[src/include/alm_defines.vh]
`ifndef ALM_DEFINES_VH
`define ALM_DEFINES_VH

// Byte offsets of the registers, aligned to 64-bit words.
`define ALM_OFS_INFO      16'h0908
`define ALM_OFS_OVERRIDE  16'h0980
`define ALM_OFS_MAP0      16'h1F00
`define ALM_OFS_MAP1      16'h1F08
`define ALM_OFS_MAP2      16'h1F10
`define ALM_OFS_MAP3      16'h1F18

// Field layout.
`define ALM_INFO_DEPTH_W  10
`define ALM_OVR_LINK_BIT  1
`define ALM_FIELD_W       2
`define ALM_AGENTS        32
`define ALM_AGENTS_PER    8

// Reset values.
`define ALM_FIELD_RST     2'h0
`define ALM_GRANT_RST     1'b0
`define ALM_DEPTH_DEFAULT 10'h040

`endif

[src/design/alm_agent_link_map.v]
`include "alm_defines.vh"

module alm_agent_link_map #(
  parameter [`ALM_INFO_DEPTH_W-1:0] PASS_BUF_DEPTH = `ALM_DEPTH_DEFAULT
) (
  input  wire        sys_clk,
  input  wire        sys_rst,
  input  wire        wb_cyc_i,
  input  wire        wb_stb_i,
  input  wire        wb_we_i,
  input  wire [15:0] wb_adr_i,
  input  wire [7:0]  wb_sel_i,
  input  wire [63:0] wb_dat_i,
  input  wire        secureAccess,
  output reg         wb_ack_o,
  output reg  [63:0] wb_dat_o,
  output reg  [63:0] linkSelect,
  output reg         linkGrant
);

  localparam [1:0] WORD_MAP0 = 2'h0;
  localparam [1:0] WORD_MAP1 = 2'h1;
  localparam [1:0] WORD_MAP2 = 2'h2;
  localparam [1:0] WORD_MAP3 = 2'h3;

  localparam [1:0] REGION_NONE = 2'h0;
  localparam [1:0] REGION_INFO = 2'h1;
  localparam [1:0] REGION_OVR  = 2'h2;
  localparam [1:0] REGION_MAP  = 2'h3;

  // True when a byte address falls inside the 64-bit word at the given offset.
  function hitWord;
    input [15:0] adr;
    input [15:0] ofs;
    begin
      hitWord = (adr[15:3] == ofs[15:3]);
    end
  endfunction

  // Places eight 2-bit link selects at the bottom of their byte lanes.
  // Every other bit of the word reads as zero.
  function [63:0] spreadFields;
    input [15:0] fields;
    begin
      spreadFields        = 64'h0000000000000000;
      spreadFields[1:0]   = fields[1:0];
      spreadFields[9:8]   = fields[3:2];
      spreadFields[17:16] = fields[5:4];
      spreadFields[25:24] = fields[7:6];
      spreadFields[33:32] = fields[9:8];
      spreadFields[41:40] = fields[11:10];
      spreadFields[49:48] = fields[13:12];
      spreadFields[57:56] = fields[15:14];
    end
  endfunction

  // Takes the enabled byte lanes of a write into eight stored link selects.
  // Only the two low bits of a lane are kept; the reserved bits are dropped.
  function [15:0] mergeFields;
    input [15:0] oldFields;
    input [63:0] data;
    input [7:0]  sel;
    begin
      mergeFields = oldFields;
      if (sel[0]) begin
        mergeFields[1:0] = data[1:0];
      end
      if (sel[1]) begin
        mergeFields[3:2] = data[9:8];
      end
      if (sel[2]) begin
        mergeFields[5:4] = data[17:16];
      end
      if (sel[3]) begin
        mergeFields[7:6] = data[25:24];
      end
      if (sel[4]) begin
        mergeFields[9:8] = data[33:32];
      end
      if (sel[5]) begin
        mergeFields[11:10] = data[41:40];
      end
      if (sel[6]) begin
        mergeFields[13:12] = data[49:48];
      end
      if (sel[7]) begin
        mergeFields[15:14] = data[57:56];
      end
    end
  endfunction

  wire        request;
  wire        writeReq;
  wire [1:0]  mapIndex;
  wire        hitMap0;
  wire        hitMap1;
  wire        hitMap2;
  wire        hitMap3;
  wire        hitMap;
  wire        hitInfo;
  wire        hitOvr;
  wire        mapOk;
  wire        ovrOk;
  wire        writeMap;
  wire        writeOvr;

  reg  [1:0]  accessRegion;
  reg  [15:0] selectedWord;
  reg  [63:0] next_readData;
  reg  [63:0] next_linkSelect;
  reg         next_linkGrant;

  // A request held past its acknowledge is not taken a second time.
  assign request  = wb_cyc_i & wb_stb_i & ~wb_ack_o;
  assign writeReq = request & wb_we_i;
  assign mapIndex = wb_adr_i[4:3];

  assign hitMap0 = hitWord(wb_adr_i, `ALM_OFS_MAP0);
  assign hitMap1 = hitWord(wb_adr_i, `ALM_OFS_MAP1);
  assign hitMap2 = hitWord(wb_adr_i, `ALM_OFS_MAP2);
  assign hitMap3 = hitWord(wb_adr_i, `ALM_OFS_MAP3);
  assign hitMap  = hitMap0 | hitMap1 | hitMap2 | hitMap3;
  assign hitInfo = hitWord(wb_adr_i, `ALM_OFS_INFO);
  assign hitOvr  = hitWord(wb_adr_i, `ALM_OFS_OVERRIDE);

  // The override word itself stays Secure-only; its grant opens the map words.
  assign ovrOk = secureAccess;
  assign mapOk = secureAccess | linkGrant;

  // The information word has no write path, so writes to it do nothing.
  assign writeMap = writeReq & hitMap & mapOk;
  assign writeOvr = writeReq & hitOvr & ovrOk & wb_sel_i[0];

  // Sorts the address into the kind of word it selects.
  always @* begin
    accessRegion = REGION_NONE;
    if (hitInfo) begin
      accessRegion = REGION_INFO;
    end else if (hitOvr) begin
      accessRegion = REGION_OVR;
    end else if (hitMap) begin
      accessRegion = REGION_MAP;
    end
  end

  // Picks the eight stored link selects of the addressed map word.
  always @* begin
    selectedWord = 16'h0000;
    case (mapIndex)
      WORD_MAP0: begin
        selectedWord = linkSelect[15:0];
      end
      WORD_MAP1: begin
        selectedWord = linkSelect[31:16];
      end
      WORD_MAP2: begin
        selectedWord = linkSelect[47:32];
      end
      WORD_MAP3: begin
        selectedWord = linkSelect[63:48];
      end
      default: begin
        selectedWord = 16'h0000;
      end
    endcase
  end

  // Refused and unmapped reads return zero but are still answered.
  always @* begin
    next_readData = 64'h0000000000000000;
    case (accessRegion)
      REGION_INFO: begin
        next_readData[`ALM_INFO_DEPTH_W-1:0] = PASS_BUF_DEPTH;
      end
      REGION_OVR: begin
        if (ovrOk) begin
          next_readData[`ALM_OVR_LINK_BIT] = linkGrant;
        end
      end
      REGION_MAP: begin
        if (mapOk) begin
          next_readData = spreadFields(selectedWord);
        end
      end
      default: begin
        next_readData = 64'h0000000000000000;
      end
    endcase
  end

  always @* begin
    next_linkSelect = linkSelect;
    if (writeMap) begin
      case (mapIndex)
        WORD_MAP0: begin
          next_linkSelect[15:0] = mergeFields(linkSelect[15:0], wb_dat_i, wb_sel_i);
        end
        WORD_MAP1: begin
          next_linkSelect[31:16] = mergeFields(linkSelect[31:16], wb_dat_i, wb_sel_i);
        end
        WORD_MAP2: begin
          next_linkSelect[47:32] = mergeFields(linkSelect[47:32], wb_dat_i, wb_sel_i);
        end
        WORD_MAP3: begin
          next_linkSelect[63:48] = mergeFields(linkSelect[63:48], wb_dat_i, wb_sel_i);
        end
        default: begin
          next_linkSelect = linkSelect;
        end
      endcase
    end
  end

  always @* begin
    next_linkGrant = linkGrant;
    if (writeOvr) begin
      next_linkGrant = wb_dat_i[`ALM_OVR_LINK_BIT];
    end
  end

  always @(posedge sys_clk) begin
    if (sys_rst) begin
      wb_ack_o <= 1'b0;
    end else begin
      // Every taken request is answered one cycle later, refused or not.
      wb_ack_o <= request;
    end
  end

  always @(posedge sys_clk) begin
    if (sys_rst) begin
      wb_dat_o <= 64'h0000000000000000;
    end else if (request) begin
      wb_dat_o <= next_readData;
    end
  end

  always @(posedge sys_clk) begin
    if (sys_rst) begin
      linkSelect <= {`ALM_AGENTS{`ALM_FIELD_RST}};
    end else begin
      linkSelect <= next_linkSelect;
    end
  end

  always @(posedge sys_clk) begin
    if (sys_rst) begin
      linkGrant <= `ALM_GRANT_RST;
    end else begin
      linkGrant <= next_linkGrant;
    end
  end

endmodule // alm_agent_link_map

[config.mk]
export PLATFORM = sky130hd
export DESIGN_NAME = alm_agent_link_map
export DESIGN_NICKNAME = d
export VERILOG_FILES = /design/src/design/alm_agent_link_map.v
export VERILOG_INCLUDE_DIRS = /design/src /design/src/include
export SDC_FILE = /design/constraint.sdc
export NUM_CORES = 1
export LEC_CHECK = 0
export BUFFER_PORTS_ARGS = -buffer_cell sky130_fd_sc_hd__buf_2
export CORE_MARGIN = 8
export CORE_UTILIZATION = 50
export CTS_CLUSTER_DIAMETER = 80
export DETAILED_ROUTE_END_ITERATION = 8
export GPL_TIMING_DRIVEN = 0
export MAX_ROUTING_LAYER = met4
export PLACE_DENSITY = 0.91
export RECOVER_POWER = 100
export SLEW_MARGIN = 5
export SYNTH_ARGS = -nofsm -noshare
export SYNTH_HDL_FRONTEND = slang
export SYNTH_SLANG_ARGS = --single-unit
[constraint.sdc]
create_clock -name sys_clk -period 3.9 [get_ports sys_clk]
set_input_delay 0.975 -clock sys_clk [delete_from_list [all_inputs] [get_ports sys_clk]]
set_output_delay 0.975 -clock sys_clk [all_outputs]
set_load 0.01 [all_outputs]
==> flow_metrics.env <==
export IMPL_status="finished clean"
export IMPL_dp_hpwl_um=12400
export IMPL_postCtsSetupBuffers=0
export IMPL_p_clk_share_pct=36.4
export IMPL_syn_area_per_cell_um2=8.41
export IMPL_clk_latency_ns=0.37
export IMPL_ys_warn_count=0
export IMPL_cts_buffers=9
export IMPL_final_nets=816
export IMPL_worst_slew_pin_transition_ns=0.756
export IMPL_seqPwrFrac_pct=51.1
export IMPL_worst_hold_path_num_cells=2
export IMPL_reg2regPathDepth=7
export IMPL_start_kind="primary input"
export IMPL_cts_tree="built"
export IMPL_cts_root_buffer="clkbuf_8"
export IMPL_drtIter0Drc=524
export IMPL_dr_pass1_iters=7
export IMPL_antenna_found_initial=0
export IMPL_synth_area_leaders="dfxtp_1, buf_4, mux4_2"
export IMPL_p_sw_uw=495
export IMPL_dp_cells=822
export IMPL_comb_power_share_pct=12.4
export IMPL_slew_headroom_pct=49.6
export IMPL_synth_edf_count=0
export IMPL_power_density_nw_per_um2=300
export IMPL_switching_share_pct=29.9
export IMPL_synthTopCellsByCount="dfxtp_1, o21ai_0, a21oi_1"
export IMPL_cts_resized_gates=0
export IMPL_synth_seq_cells=83
export IMPL_grt_pass1_vias=4946
export IMPL_max_freq_ghz=0.343
export IMPL_ant_nets=0
export IMPL_grt_max_degree=17
export IMPL_finalSetupTns_ns=0
export IMPL_peakVddDrop_uv=173
export IMPL_slew_viol_final=0
export IMPL_via_count=5030
export IMPL_core_area_um2=9020
export IMPL_grt_pass1_wl_um=26600
export IMPL_p_leak_uw=0.00202
export IMPL_fin_crit_sh_pct=74.9
export IMPL_path_clk_slew_ns=0.10
export IMPL_die_y_um=111
export IMPL_p_total_uw=1660
export IMPL_die_area_um2=12400
export IMPL_cts_num_sinks=83
export IMPL_wire_per_inst_um=20.4
export IMPL_cp_max_fo=10
export IMPL_n_antenna_cell=0
export IMPL_grt_usage_pct=26.9
export IMPL_ioPinCount=224
export IMPL_synth_ff_type="dfxtp_1"
export IMPL_cts_htree_levels=3
export IMPL_start_util_pct=50.5
export IMPL_finalHoldViolations=0
export IMPL_syn_to_final_growth_pct=21.2
export IMPL_ys_async_sr_fraction_pct=0
export IMPL_hold_path_class="reg -> reg"
export IMPL_max_cap_violations=0
export IMPL_ys_seq_area_share_pct=36.5
export IMPL_skew_ns=0.00977
export IMPL_io_buffers=123
export IMPL_overflow=0
export IMPL_drt_wl_total_um=17100
export IMPL_finalNonFillerCells=838
export IMPL_setup_viol=0
export IMPL_critPathCaptureType="flip-flop"
export IMPL_p_int_uw=1160
export IMPL_viasPerCell=6.00
export IMPL_cp_required_ns=4.20
export IMPL_hold_ws_ns=0.461
export IMPL_drive_gt1_share_pct=19.9
export IMPL_synth_top_area_share_pct=36.5
export IMPL_synth_cells=542
export IMPL_period_needed_ns=2.92
export IMPL_final_area_um2=5530
export IMPL_drc=0
export IMPL_holdBufCountCts=0
export IMPL_row_count=35
export IMPL_ys_types=43
export IMPL_netlist_area_um2=4560
export IMPL_arrival_ns=3.22
export IMPL_rsz0062_at_grt="no"
export IMPL_path_class="in -> reg"
export IMPL_place_gp_congestion=0.922
export IMPL_dpl_instance_area_um2=5490
export IMPL_die_w_um=111
export IMPL_yosys_area_top_type="dfxtp_1"
export IMPL_cts_max_path_buffers=2
export IMPL_yosysMostFrequentCell="dfxtp_1"
cells in the final DEF (no fill, tap or decap), types with 2 or more instances in the layout:
master    Yosys  routed
clkbuf_1     15     111
dfxtp_1      83      83
o21ai_0      69      78
a21oi_1      66      66
nand3_1      58      58
buf_4        53      51
conb_1        1      47
buf_2        17      46
nand4_1      35      35
inv_1        25      25
nand2_1      24      24
mux4_2       16      16
nor3_1       10      11
and3_1        9       9
clkbuf_8      0       9
and4_1        8       8
nor4_2        8       7
buf_6         4       4
inv_6         0       3
and4bb_2      2       2
and4b_1       2       2
or2_0         1       2
or3_1         2       2
buf_1         2       2
nand2b_1      2       2
o31ai_1       1       2
nor2_1        2       2
per-stage QoR:
step / setup slack (ns) / util, %
floorplan: 1.69 / -
global placement: 1.41 / 60.8
detailed placement: 1.30 / 60.8
CTS: 1.69 / 62.8
global route: 0.808 / 61.3
finish: 0.981 / 61.3
kinds of logic after synthesis:
kind of cell | synth area share [%]
AOI/OAI and AO/OA | 17.3
muxes | 7.91
other | 0.0823
DFF | 36.5
buffers and inverters | 15.0
and+or+nand+nor | 23.2
worst max-delay path: stages:
cell and delay [ns]:
clkbuf_1 0.15, or2_0 0.22, clkbuf_1 0.24, nand4_1 0.19, clkbuf_1 0.48, clkbuf_1 0.56
o21ai_0 0.22, a21oi_1 0.17
cell type report:
type                    instances  area, µm²
clock buffers                   9        124
clock inverters                 7       58.8
multi-input cells             389       2370
flip-flops and latches         83       1660
plain buffers                  91        573
inverters                      25       93.8
repair buffers                123        509
well taps                     111        139
fillers                       882       3490
sequential cells by signal, summed over array words and instances (netlist names):
register and flops:
linkGrant 1, linkSelect 64, wb_ack_o 1, wb_dat_o 17
per-layer routing:
layer / track usage, % / wire (µm) / vias to the layer above
li1: - / - / 2240
met1: 32.2 / 6580 / 2344
met2: 42.9 / 8090 / 390
met3: 6.56 / 1980 / 56
met4: 9.96 / 450 / 0
met5: - / 0 / -
power by group through the flow:
| stage | clock network (µW) | logic [µW] | registers [µW] |
|---|---|---|---|
| after floorplan | 0 | 128 | 867 |
| after global placement | 0 | 197 | 867 |
| after detailed placement | 0 | 198 | 867 |
| after CTS | 599 | 199 | 847 |
| after global routing | 634 | 218 | 848 |
| final | 604 | 205 | 847 |
final timing paths:
| kind | slack [ns] | endpoint | from |
|---|---|---|---|
| max | 0.98 | linkSelect[56] | secureAccess |
| min | 0.46 | wb_dat_o[56] | wb_dat_o[56] |
| max reg2reg | 1.33 | linkSelect[56] | linkGrant |
| min reg2reg | 0.46 | wb_dat_o[56] | wb_dat_o[56] |
Power figures use the tool's default switching activity.
